### src/inc/rse_pkg.sv
// Constants and types for the remote status and error queue block
package rse_pkg;

  // Register byte addresses on the Avalon-MM slave
  localparam logic [4:0] ADDR_CTRL   = 5'h00;
  localparam logic [4:0] ADDR_CMD    = 5'h04;
  localparam logic [4:0] ADDR_ENABLE = 5'h08;
  localparam logic [4:0] ADDR_EVENT  = 5'h0c;
  localparam logic [4:0] ADDR_STB    = 5'h10;
  localparam logic [4:0] ADDR_ERROR  = 5'h14;
  localparam logic [4:0] ADDR_OPCQ   = 5'h18;
  localparam logic [4:0] ADDR_COUNT  = 5'h1c;

  // Field positions
  localparam int CTRL_ALARM_BIT = 0;
  localparam int CMD_CLS_BIT    = 0;
  localparam int CMD_OPC_BIT    = 1;
  localparam int EV_OPC_BIT     = 0;
  localparam int EV_DEV_BIT     = 3;
  localparam int EV_EXE_BIT     = 4;
  localparam int EV_CMD_BIT     = 5;
  localparam int STB_ERRQ_BIT   = 2;
  localparam int STB_ESB_BIT    = 5;

  // Reset values
  localparam logic [7:0] EVENT_RST  = 8'h80;
  localparam logic [7:0] ENABLE_RST = 8'h00;
  localparam logic       ALARM_RST  = 1'b1;

  localparam int QUEUE_DEPTH = 20;
  localparam int MSG_MAX     = 255;
  localparam logic [31:0] OPC_REPLY = 32'h0000_0001;

  typedef enum logic [4:0] {
    EK_INV_CHAR, EK_SYNTAX, EK_SEPARATOR, EK_PARAM_EXTRA, EK_PARAM_MISSING,
    EK_HDR_LONG, EK_HDR_UNDEF, EK_EXP_LARGE, EK_NUM_TYPE, EK_SUFFIX_BAD,
    EK_SUFFIX_NA, EK_CHAR_TYPE, EK_STR_TYPE, EK_EXPR, EK_CONFLICT,
    EK_RANGE, EK_OVERFLOW
  } err_kind_t;

  typedef enum logic [1:0] {CLS_COMMAND, CLS_EXECUTION, CLS_DEVICE} err_class_t;

  // One fault report from the command parser / executor
  typedef struct packed {
    logic      valid;
    err_kind_t kind;
  } err_report_t;

  // Decoded queue entry as software sees it
  typedef struct packed {
    logic [7:0]  text_len;
    logic [15:0] code;
  } err_entry_t;

endpackage

### src/rtl/remote_status_error_queue.sv
// Status registers, clear/OPC commands and error queue of the remote port
//
// Behaviour
// - Enable register stores 0..255 and reads back the same value.
// - Event status read returns the 8-bit weighted sum of set bits.
// - Clear-status zeroes status byte and all event registers together.
// - OPC command sets event bit 0 only once earlier commands finish.
// - OPC query answers 1 after earlier commands finish; events untouched.
// - Error queue is first-in first-out; a read gives the oldest entry.
// - Reading an error entry removes it from the queue.
// - Past 20 errors newest slot becomes -350; further errors dropped.
// - Clear-status and power-down empty queue; reset command does not.
// - Each error read gives one code and text of at most 255 characters.
// - Alarm trigger pulses once per error entered, enabled by default.
// - Codes -101 invalid char, -102 syntax, -103 separator.
// - Code -108 too many parameters, -109 too few.
// - Code -112 when a header exceeds 12 characters.
// - Code -113 for undefined header, including long short forms.
// - Code -123 when an exponent exceeds 32,000.
// - Wrong type: -128 numeric, -148 character, -158 string data.
// - Code -131 bad suffix, -138 suffix not allowed.
// - Code -170 for an expression where none is accepted.
// - Code -221 for a legal command impossible in current state.
// - Code -222 for a parameter value out of range.
// - Status byte bit 2 is set while the error queue holds entries.
// - Command errors set event weight 32, execution errors weight 16.
// - Summary bit set when any event bit and its enable are both set.
// - Event status register is cleared after it is read.
//
// Decided for this implementation: the Avalon-MM interface to the registers and the address map.
`timescale 1ns/1ps
module remote_status_error_queue
  import rse_pkg::*;
#(
  parameter int DEPTH = QUEUE_DEPTH
) (
  input  wire logic        I_CLK,         // 100 MHz system clock
  input  wire logic        I_SYS_RST,     // Async reset, active high
  input  wire logic [4:0]  I_ADDRESS,     // Avalon byte address
  input  wire logic        I_READ,        // Avalon read request
  input  wire logic        I_WRITE,       // Avalon write request
  input  wire logic [31:0] I_WRITEDATA,   // Avalon write data
  input  wire logic [3:0]  I_BYTEENABLE,  // Avalon byte lanes
  output logic      [31:0] O_READDATA,    // Avalon read data
  output logic             O_WAITREQUEST, // Avalon stall
  input  wire err_report_t I_ERR,         // Fault report from parser
  input  wire logic        I_BUSY,        // Earlier commands still running
  output logic             O_ALARM,       // One-cycle alarm tone trigger
  output logic [7:0]       O_STATUS_BYTE  // Live status byte
);

  localparam int PW = $clog2(DEPTH);
  localparam int CW = $clog2(DEPTH + 1);
  localparam logic [PW-1:0] LAST_IDX = PW'(DEPTH - 1);
  localparam logic [CW-1:0] FULL_CNT = CW'(DEPTH);

  function automatic logic [PW-1:0] ptr_inc(input logic [PW-1:0] p);
    ptr_inc = (p == LAST_IDX) ? '0 : p + 1'b1;
  endfunction

  function automatic logic [PW-1:0] ptr_dec(input logic [PW-1:0] p);
    ptr_dec = (p == '0) ? LAST_IDX : p - 1'b1;
  endfunction

  // Kind to numeric code, two's complement
  function automatic logic [15:0] err_code(input err_kind_t k);
    case (k)
      EK_INV_CHAR:      err_code = -16'sd101;
      EK_SYNTAX:        err_code = -16'sd102;
      EK_SEPARATOR:     err_code = -16'sd103;
      EK_PARAM_EXTRA:   err_code = -16'sd108;
      EK_PARAM_MISSING: err_code = -16'sd109;
      EK_HDR_LONG:      err_code = -16'sd112;
      EK_HDR_UNDEF:     err_code = -16'sd113;
      EK_EXP_LARGE:     err_code = -16'sd123;
      EK_NUM_TYPE:      err_code = -16'sd128;
      EK_SUFFIX_BAD:    err_code = -16'sd131;
      EK_SUFFIX_NA:     err_code = -16'sd138;
      EK_CHAR_TYPE:     err_code = -16'sd148;
      EK_STR_TYPE:      err_code = -16'sd158;
      EK_EXPR:          err_code = -16'sd170;
      EK_CONFLICT:      err_code = -16'sd221;
      EK_RANGE:         err_code = -16'sd222;
      EK_OVERFLOW:      err_code = -16'sd350;
      default:          err_code = '0;
    endcase
  endfunction

  // Text length per kind; all stay far below MSG_MAX
  function automatic logic [7:0] msg_len(input err_kind_t k);
    case (k)
      EK_INV_CHAR:      msg_len = 8'd17;
      EK_SYNTAX:        msg_len = 8'd12;
      EK_SEPARATOR:     msg_len = 8'd17;
      EK_PARAM_EXTRA:   msg_len = 8'd21;
      EK_PARAM_MISSING: msg_len = 8'd17;
      EK_HDR_LONG:      msg_len = 8'd25;
      EK_HDR_UNDEF:     msg_len = 8'd16;
      EK_EXP_LARGE:     msg_len = 8'd18;
      EK_NUM_TYPE:      msg_len = 8'd24;
      EK_SUFFIX_BAD:    msg_len = 8'd14;
      EK_SUFFIX_NA:     msg_len = 8'd18;
      EK_CHAR_TYPE:     msg_len = 8'd26;
      EK_STR_TYPE:      msg_len = 8'd23;
      EK_EXPR:          msg_len = 8'd16;
      EK_CONFLICT:      msg_len = 8'd16;
      EK_RANGE:         msg_len = 8'd17;
      EK_OVERFLOW:      msg_len = 8'd14;
      default:          msg_len = '0;
    endcase
  endfunction

  function automatic err_entry_t decode(input err_kind_t k);
    decode = '{msg_len(k), err_code(k)};
  endfunction

  function automatic err_class_t classify(input err_kind_t k);
    case (k)
      EK_CONFLICT, EK_RANGE: classify = CLS_EXECUTION;
      EK_OVERFLOW:           classify = CLS_DEVICE;
      default:               classify = CLS_COMMAND;
    endcase
  endfunction

  // Bus handshake: one wait state, more for a completion query while busy, so read data comes from a flop
  logic        ack;
  logic        req;
  logic        fire;
  logic        stall;
  logic [31:0] captured;
  logic        pop_ok;

  assign req   = I_READ | I_WRITE;
  assign stall = I_READ & (I_ADDRESS == ADDR_OPCQ) & I_BUSY;
  assign fire  = req & ack;
  assign O_WAITREQUEST = req & ~ack;

  logic wr_ctrl;
  logic wr_cmd;
  logic wr_enable;
  logic rd_event;
  logic rd_error;
  logic do_cls;
  logic do_opc;

  assign wr_ctrl   = fire & I_WRITE & (I_ADDRESS == ADDR_CTRL) & I_BYTEENABLE[0];
  assign wr_cmd    = fire & I_WRITE & (I_ADDRESS == ADDR_CMD) & I_BYTEENABLE[0];
  assign wr_enable = fire & I_WRITE & (I_ADDRESS == ADDR_ENABLE)
                     & I_BYTEENABLE[0];
  assign rd_event  = fire & I_READ & (I_ADDRESS == ADDR_EVENT);
  assign rd_error  = fire & I_READ & (I_ADDRESS == ADDR_ERROR) & pop_ok;
  assign do_cls    = wr_cmd & I_WRITEDATA[CMD_CLS_BIT];
  assign do_opc    = wr_cmd & I_WRITEDATA[CMD_OPC_BIT];

  // Registers
  logic [7:0] std_event_enable_reg;
  logic [7:0] std_event_status_reg;
  logic       alarm_en;
  logic       opc_pending;

  always_ff @(posedge I_CLK or posedge I_SYS_RST) begin
    if (I_SYS_RST) begin
      alarm_en <= ALARM_RST;
    end else if (wr_ctrl) begin
      alarm_en <= I_WRITEDATA[CTRL_ALARM_BIT];
    end
  end

  always_ff @(posedge I_CLK or posedge I_SYS_RST) begin
    if (I_SYS_RST) begin
      std_event_enable_reg <= ENABLE_RST;
    end else if (wr_enable) begin
      std_event_enable_reg <= I_WRITEDATA[7:0];
    end
  end

  // Held until the executor reports idle, so it trails earlier commands
  always_ff @(posedge I_CLK or posedge I_SYS_RST) begin
    if (I_SYS_RST) begin
      opc_pending <= 1'b0;
    end else if (do_opc) begin
      opc_pending <= 1'b1;
    end else if (opc_pending & ~I_BUSY) begin
      opc_pending <= 1'b0;
    end
  end

  // Queue storage and pointers
  err_kind_t       slots [DEPTH];
  logic [PW-1:0]   rd_ptr;
  logic [PW-1:0]   wr_ptr;
  logic [CW-1:0]   count;
  logic            locked;
  logic            push;
  logic            replace;
  logic            entered;

  // A pop in the same cycle frees room for the new entry
  assign push    = I_ERR.valid & ~locked & ~do_cls
                   & ((count != FULL_CNT) | rd_error);
  assign replace = I_ERR.valid & ~locked & ~do_cls
                   & (count == FULL_CNT) & ~rd_error;
  assign entered = push | replace;

  // Events raised this cycle
  logic [7:0] ev_set;
  err_class_t cls_now;

  always_comb begin
    ev_set  = '0;
    cls_now = classify(I_ERR.kind);
    if (opc_pending & ~I_BUSY) begin
      ev_set[EV_OPC_BIT] = 1'b1;
    end
    if (entered) begin
      case (replace ? CLS_DEVICE : cls_now)
        CLS_EXECUTION: ev_set[EV_EXE_BIT] = 1'b1;
        CLS_DEVICE:    ev_set[EV_DEV_BIT] = 1'b1;
        default:       ev_set[EV_CMD_BIT] = 1'b1;
      endcase
    end
  end

  // Set wins over clear; a read clears only the bits it reported
  always_ff @(posedge I_CLK or posedge I_SYS_RST) begin
    if (I_SYS_RST) begin
      std_event_status_reg <= EVENT_RST;
    end else if (do_cls) begin
      std_event_status_reg <= ev_set;
    end else if (rd_event) begin
      std_event_status_reg <= (std_event_status_reg & ~captured[7:0])
                              | ev_set;
    end else begin
      std_event_status_reg <= std_event_status_reg | ev_set;
    end
  end

  always_ff @(posedge I_CLK) begin
    if (push) begin
      slots[wr_ptr] <= I_ERR.kind;
    end else if (replace) begin
      slots[ptr_dec(wr_ptr)] <= EK_OVERFLOW;
    end
  end

  always_ff @(posedge I_CLK or posedge I_SYS_RST) begin
    if (I_SYS_RST) begin
      wr_ptr <= '0;
    end else if (do_cls) begin
      wr_ptr <= '0;
    end else if (push) begin
      wr_ptr <= ptr_inc(wr_ptr);
    end
  end

  always_ff @(posedge I_CLK or posedge I_SYS_RST) begin
    if (I_SYS_RST) begin
      rd_ptr <= '0;
    end else if (do_cls) begin
      rd_ptr <= '0;
    end else if (rd_error) begin
      rd_ptr <= ptr_inc(rd_ptr);
    end
  end

  always_ff @(posedge I_CLK or posedge I_SYS_RST) begin
    if (I_SYS_RST) begin
      count <= '0;
    end else if (do_cls) begin
      count <= '0;
    end else begin
      case ({push, rd_error})
        2'b10:   count <= count + 1'b1;
        2'b01:   count <= count - 1'b1;
        default: count <= count;
      endcase
    end
  end

  // Lock lifts once the queue is cleared or read empty
  always_ff @(posedge I_CLK or posedge I_SYS_RST) begin
    if (I_SYS_RST) begin
      locked <= 1'b0;
    end else if (do_cls) begin
      locked <= 1'b0;
    end else if (replace) begin
      locked <= 1'b1;
    end else if (rd_error & (count == CW'(1)) & ~push) begin
      locked <= 1'b0;
    end
  end

  always_ff @(posedge I_CLK or posedge I_SYS_RST) begin
    if (I_SYS_RST) begin
      O_ALARM <= 1'b0;
    end else begin
      O_ALARM <= entered & alarm_en;
    end
  end

  // Status byte, derived so a clear of its sources clears it too
  logic [7:0] status_byte;

  always_comb begin
    status_byte               = '0;
    status_byte[STB_ERRQ_BIT] = (count != '0);
    status_byte[STB_ESB_BIT]  = |(std_event_status_reg
                                  & std_event_enable_reg);
  end

  always_ff @(posedge I_CLK or posedge I_SYS_RST) begin
    if (I_SYS_RST) begin
      O_STATUS_BYTE <= '0;
    end else if (do_cls) begin
      O_STATUS_BYTE <= '0;
    end else begin
      O_STATUS_BYTE <= status_byte;
    end
  end

  // Read mux sampled in the wait state
  err_entry_t head;
  logic [31:0] rd_mux;

  always_comb begin
    head   = decode(slots[rd_ptr]);
    rd_mux = '0;
    case (I_ADDRESS)
      ADDR_CTRL:   rd_mux[CTRL_ALARM_BIT] = alarm_en;
      ADDR_ENABLE: rd_mux[7:0] = std_event_enable_reg;
      ADDR_EVENT:  rd_mux[7:0] = std_event_status_reg;
      ADDR_STB:    rd_mux[7:0] = status_byte;
      ADDR_ERROR:  rd_mux = (count != '0) ? {8'h00, head} : '0;
      ADDR_OPCQ:   rd_mux = OPC_REPLY;
      ADDR_COUNT:  rd_mux[CW-1:0] = count;
      default:     rd_mux = '0;
    endcase
  end

  always_ff @(posedge I_CLK or posedge I_SYS_RST) begin
    if (I_SYS_RST) begin
      ack <= 1'b0;
    end else begin
      ack <= req & ~ack & ~stall;
    end
  end

  // Refreshed every wait cycle, so a stalled query returns fresh data
  always_ff @(posedge I_CLK or posedge I_SYS_RST) begin
    if (I_SYS_RST) begin
      captured <= '0;
    end else if (req & ~ack) begin
      captured <= rd_mux;
    end
  end

  // An empty-queue read must not move the read pointer
  always_ff @(posedge I_CLK or posedge I_SYS_RST) begin
    if (I_SYS_RST) begin
      pop_ok <= 1'b0;
    end else if (req & ~ack) begin
      pop_ok <= (count != '0);
    end
  end

  assign O_READDATA = captured;

endmodule

### config.mk
export PLATFORM = sky130hd
export DESIGN_NAME = remote_status_error_queue
export DESIGN_NICKNAME = d
export VERILOG_FILES = /design/src/inc/rse_pkg.sv /design/src/rtl/remote_status_error_queue.sv
export SDC_FILE = /design/constraint.sdc
export NUM_CORES = 1
export LEC_CHECK = 0
export ABC_AREA = 1
export BUFFER_PORTS_ARGS = -buffer_cell sky130_fd_sc_hd__buf_4
export CAP_MARGIN = 25
export CORE_AREA = 10 10 143 145
export DETAILED_ROUTE_END_ITERATION = 16
export DIE_AREA = 0 0 153 155
export GPL_TIMING_DRIVEN = 0
export PLACE_DENSITY = 0.73
export SLEW_MARGIN = 10
export SYNTH_ARGS = -nofsm -noshare
export SYNTH_HDL_FRONTEND = slang
export SYNTH_SLANG_ARGS = --single-unit
### constraint.sdc
create_clock -name I_CLK -period 3.25 [get_ports I_CLK]
set_input_delay 0.325 -clock I_CLK [delete_from_list [all_inputs] [get_ports I_CLK]]
set_output_delay 0.325 -clock I_CLK [all_outputs]
set_load 0.05 [all_outputs]
==> results.cfg, run 1 <==
[logic_synthesis]
syn-mean-instance-area_um2 = 9.15
synth_cells = 849
synth_compound_area_frac = 0.0897
synth_xor_area_frac = 0.00564
synth-simple-area-share = 0.222
syn_area_um2 = 7770
ys_warn_count = 0
synth.area.top_cells = edfxtp_1, dfrtp_1, nand2_1
synthAdderAreaFrac = 0.0258
synth_edf_count = 100
netlist.area_leader.share = 0.387
ys_ff_latch = 154
netlist.top_cell.by_area = edfxtp_1
synth_top_family_by_area = simple AND/OR/NAND/NOR gates
ys.flop_type = edfxtp_1
ys_seq_area_frac = 0.561
async_flop_share = 0.351
ys_types = 45
synthMuxAreaShare = 0.00435

[routing]
drc = 0
wl_met1_um = 8160
wl_met2_um = 9500
via_count = 6083
wl_met3_um = 1400
routed.top_layer = met4
routed_via_density = 5.16
drt_iter0_markers = 499
dr.pass1.iters = 5
drt_wl_total_um = 19400
drt-wirelength-per-cell_um = 16.4
drtAntennaViolNets = 0

[finish]
filler_cell_count = 1598
layout_common_cells = nand2_1, edfxtp_1, nor2_1
largest_register = slots
final_common_cell = nand2_1
final_area_um2 = 9150
antenna_cells = 0
drive_gt1_frac = 0.172
syn_to_final_growth_pct = 17.9
largest_reg_flops = 100
nets = 1006

[global_routing]
grt_use_total = 0.161
grt_pass1_wl_um = 30800
gr-total-overflow = 0
antenna_found_initial = 0
grt_max_degree = 36
grt_pass1_vias = 5869

[floorplanning]
core_um2 = 17700
rows = 49
die-area_um2 = 23700
start_util = 0.440
die_h_um = 155
ios = 94
fp.dieW_um = 153

[pwr]
seqPwrFrac = 0.374
p_per_area_nw_per_um2 = 700
p_total_mw = 6.41
switching_share = 0.348
power_frac_comb = 0.304
vdd_drop_max_mv = 0.466
p_clk_frac = 0.322
p_leak_nw = 4.07
p_sw_mw = 2.23
p_int_mw = 4.18

[critical_path]
path_depth = 15
crit_chain = buf_4, clkbuf_1, nand3_1, nand3_1, nand2_1, nor2_2, nand2_1, o21ai_1, ha_1, nand2_1, o21ai_2, nand2_1, nand2_1, nand2_1, nand2_1
crit_type = register to register
cp_num_buf_inv = 2
critPathSlowestCell = clkbuf_1
required_ps = 3610
cp_data_arrival_time_ps = 3240
cp_max_fo = 10
rr_worst_depth = 15
crit_family = simple AND/OR/NAND/NOR gates
cp-start-kind = register
max_stage_delay_ps = 450
worst_path_most_repeated_cell = nand2_1
crit_path_end_kind = register

[flow_run]
maxCapViolCount = 0

[placement]
dp_hpwl_um = 13800
place_area_um2 = 8530
port_buffers = 49
routabilityCongestion = 0.950

[sta]
finalClockSkew_ps = 9.52
min_period_ps = 2880
setup_violations = 0
min_period_over_period = 0.885
slew_headroom = 0.407
hold_viol = 0
fmax_mhz = 347
worstMarginPinSlew_ps = 889
rsz0062_at_grt = no
finalSetupTns_ps = 0
drv_slew = 0

[clock_tree]
clock-root-buffer = clkbuf_16
cts_buffer_depth = 2
cts_tree = yes
cts_made_buffers = 17
h-tree-depth = 4
clk_latency_ps = 430
cts_resized = 0
clock_sinks = 154
cts_setup_buffers = 0
clkTransAtPathRegs_ps = 60

[hold_path]
min_delay_path_depth = 2
hold_path_class = primary input to register

[outcome]
status = finished clean
-- layer usage --
metal  vias to the layer above  GRT usage
met5                         -          0
met4                         0     0.0581
met3                        31     0.0364
met2                       221      0.263
met1                      2860      0.206
li1                       2971          -
-- cell type report --
type,instances,area [um2],area share
flip-flops and latches,154,4360,0.476
multi-input cells,570,2770,0.303
clock buffers,20,437,0.0477
repair buffers,54,422,0.0461
plain buffers,49,358,0.0391
inverters,92,350,0.0383
well taps,229,287,0.0313
clock inverters,12,174,0.0190
-- through the flow --
stage | worst slack (ps) | instances | hold WS, ps | util
final | 372 | 1180 | 112 | 0.518
after global routing | 105 | 1180 | 123 | 0.518
after CTS | 360 | 1179 | 99.0 | 0.518
after detailed placement | 352 | 1146 | 354 | 0.483
after global placement | -407 | 1143 | 461 | 0.480
after floorplan | 717 | 865 | 421 | -
-- Yosys cell counts, drive strengths merged, types with 3 or more instances --
| library cell | n |
|---|---|
| nand2 | 220 |
| nor2 | 101 |
| edfxtp | 100 |
| inv | 91 |
| nand3 | 79 |
| o21ai | 55 |
| dfrtp | 52 |
| buf | 45 |
| a21oi | 28 |
| ha | 16 |
| o22ai | 7 |
| a31oi | 6 |
| nand4 | 6 |
| clkbuf | 4 |
| nor3 | 4 |
| o211ai | 4 |
| xor2 | 4 |
| a221oi | 3 |
| mux2 | 3 |
| o221ai | 3 |
| o31ai | 3 |
-- worst register-to-register path, cell delays in order (launching register included) --
cell	delay, ps
dfrtp_1	360
buf_4	220
clkbuf_1	450
nand3_1	160
nand3_1	100
nand2_1	60
nor2_2	170
nand2_1	70
o21ai_1	260
ha_1	280
nand2_1	110
o21ai_2	270
nand2_1	120
nand2_1	80
nand2_1	50
nand2_1	70
-- cells by family after synthesis --
| kind of cell | Yosys count |
|---|---|
| buffers and inverters | 141 |
| multiplexers | 3 |
| other | 1 |
| flip-flops | 154 |
| XOR/XNOR | 5 |
| adder cells (fa/ha/maj) | 16 |
| AND/OR/NAND/NOR | 411 |
| AO/OA/AOI/OAI | 118 |
-- what timing repair did --
action,CTS,global route
hold buffers,1,0
endpoints found under the hold margin,18,0
setup endpoints to repair,0,0
-- path summary, 6_finish.rpt --
kind	from	endpoint	slack [ps]
max in group asynchronous	I_SYS_RST	std_event_status_reg[7]	2170
setup / recovery	rd_ptr[1]	O_READDATA[5]	370
hold reg to reg	std_event_status_reg[7]	std_event_status_reg[7]	480
min in group asynchronous	I_SYS_RST	wr_ptr[3]	470
hold / removal	I_READ	ack	110
setup reg to reg	rd_ptr[1]	O_READDATA[5]	370
-- power groups by stage --
stage / clock network, mW / logic, mW / registers [mW]
2_1_floorplan: 0 / 1.37 / 2.45
3_3_place_gp: 0 / 1.87 / 2.43
3_5_place_dp: 0 / 1.91 / 2.43
4_1_cts: 2.08 / 1.93 / 2.39
5_1_grt: 2.15 / 2.16 / 2.42
6_report: 2.06 / 1.95 / 2.40
(Power assumes the default switching activity.)
==> run 2, diff against run 1 <==
Settings changed: CORE_AREA 10 10 143 145 to 3 3 136 138, DIE_AREA 0 0 153 155 to 0 0 139 141, GPL_TIMING_DRIVEN 0 to default.
==> run 2 against run 1 <==
Non-clock buffer count is 39 lower. Global-route usage is 2.0 points higher. Setup slack better by 150 ps. Power is 2.3% lower. Critical path depth is 7 lower. Routed wire length is 9.9% lower. Clock skew is 2.9 ps lower. Clock power hardly changed. Final area is 3.2% lower. Combinational power is 9% lower. Critical path type unchanged. Critical endpoint is now slots[19][1]. Largest cell class unchanged. Highest routed layer unchanged.
==> results.cfg, run 2 (same netlist as run 1, synthesis figures left out) <==
[pwr]
p_int_mw = 4.09
p_leak_nw = 3.87
seqPwrFrac = 0.387
switching_share = 0.346
p_sw_mw = 2.16
p_clk_frac = 0.330
p_per_area_nw_per_um2 = 706
vdd_drop_max_mv = 0.451
power_frac_comb = 0.283

[finish]
final_common_cell = nand2_1
filler_cell_count = 1559
largest_reg_flops = 100
layout_common_cells = nand2_1, edfxtp_1, nor2_1
syn_to_final_growth_pct = 14.1
nets = 967
fin_util = 0.512
largest_register = slots
drive_gt1_frac = 0.143
antenna_cells = 0

[routing]
via_count = 5924
drtAntennaViolNets = 0
drt_wl_total_um = 17500
drc = 0
routed_via_density = 5.21
drt-wirelength-per-cell_um = 15.4
drt_iter0_markers = 538
dr.pass1.iters = 6

[clock_tree]
h-tree-depth = 4
cts_buffer_depth = 2
hold_buffers = 0
cts_made_buffers = 17
cts_resized = 0
clock_sinks = 154
clock-root-buffer = clkbuf_16
clk_latency_ps = 430
cts_setup_buffers = 0
cts_tree = yes
clkTransAtPathRegs_ps = 60

[floorplanning]
die_h_um = 141
fp.dieW_um = 139
die-area_um2 = 19600
core_um2 = 17300
rows = 48
ios = 94
start_util = 0.449

[sta]
finalClockSkew_ps = 6.59
rsz0062_at_grt = no
setup_violations = 0
min_period_over_period = 0.840
worstMarginPinSlew_ps = 806
fmax_mhz = 366
finalSetupTns_ps = 0
hold_viol = 0
drv_slew = 0
slew_headroom = 0.462
holdWs_ps = 59.6
min_period_ps = 2730

[global_routing]
grt_pass1_vias = 5525
gr-total-overflow = 0
grt_pass1_wl_um = 28000
grt_max_degree = 42
grt_use_total = 0.181
antenna_found_initial = 0

[placement]
port_buffers = 49
routabilityCongestion = 0.877
dp_hpwl_um = 11900

[critical_path]
crit_family = simple AND/OR/NAND/NOR gates
cp_max_fo = 7
cp-start-kind = register
crit_path_end_kind = register
cp_data_arrival_time_ps = 2790
cp_num_buf_inv = 1
crit_chain = inv_1, ha_1, nand4_1, nor2_2, nand2_4, o21ai_0, nand3_2, nor2_1
crit_type = register to register
max_stage_delay_ps = 480
required_ps = 3310
critPathSlowestCell = nor2_1

[outcome]
status = finished clean

[flow_run]
maxCapViolCount = 0

[hold_path]
hold_path_class = primary input to asynchronous set/reset pin
## run 2: changes by cell type in the layout (fill, tap and decap cells not counted), moves of 2 or more
cell | previous run | this run
clkbuf_1 | 7 | 0
clkinv_2 | 4 | 2
buf_6 | 7 | 0
buf_2 | 7 | 0
nor2_2 | 8 | 5
buf_4 | 82 | 64
clkinvlp_4 | 1 | 4
nor2_1 | 93 | 96
## run 2: worst paths after layout
| kind | start | to | slack [ps] | cells past startpoint |
|---|---|---|---|---|
| min in group I_CLK | I_READ | ack | 100 | 2 |
| max in group asynchronous | I_SYS_RST | std_event_status_reg[7] | 2390 | 3 |
| worst max-delay path | count[1] | slots[19][1] | 520 | 8 |
| worst min register to register | std_event_status_reg[7] | std_event_status_reg[7] | 480 | 2 |
| worst max register to register | count[1] | slots[19][1] | 520 | 8 |
| worst min-delay path | I_SYS_RST | locked | 60 | 2 |
## run 2: area by class of cell
type	count	area, um2	area share
Tap cell	225	282	0.0318
Timing Repair Buffer	64	480	0.0542
Clock inverter	15	199	0.0225
Sequential cell	154	4360	0.492
Clock buffer	17	425	0.0480
Multi-Input combinational cell	570	2770	0.312
Inverter	92	350	0.0395
## run 2: per-stage QoR
step / std cells / total power [mW] / setup WS (ps) / cell area [um2]
2_1_floorplan: 865 / 3.82 / 717 / 7830
3_3_place_gp: 1105 / 4.17 / 571 / 8240
3_5_place_dp: 1105 / 4.20 / 485 / 8240
4_1_cts: 1137 / 6.27 / 541 / 8860
5_1_grt: 1137 / 6.61 / 295 / 8860
6_report: 1137 / 6.26 / 521 / 8860
## run 2: metal layers
layer  global-route usage  routed length, um
met4               0.0644                328
met1                0.239               7400
met5                    0                  0
met3               0.0407               1140
met2                0.296               8610
## run 2: power groups by stage
stage          clock network (mW)  registers, mW  logic (mW)
3_5_place_dp                    0           2.46        1.75
4_1_cts                      2.09           2.42        1.76
2_1_floorplan                   0           2.45        1.37
3_3_place_gp                    0           2.45        1.72
6_report                     2.06           2.42        1.77
5_1_grt                      2.18           2.44        1.99
## run 2: worst reg2reg max path: stages, from the launching register on
cell and delay [ps]:
dfrtp_1 390, inv_1 180, ha_1 220, nand4_1 120, nor2_2 200, nand2_4 110
o21ai_0 400, nand3_2 260, nor2_1 480
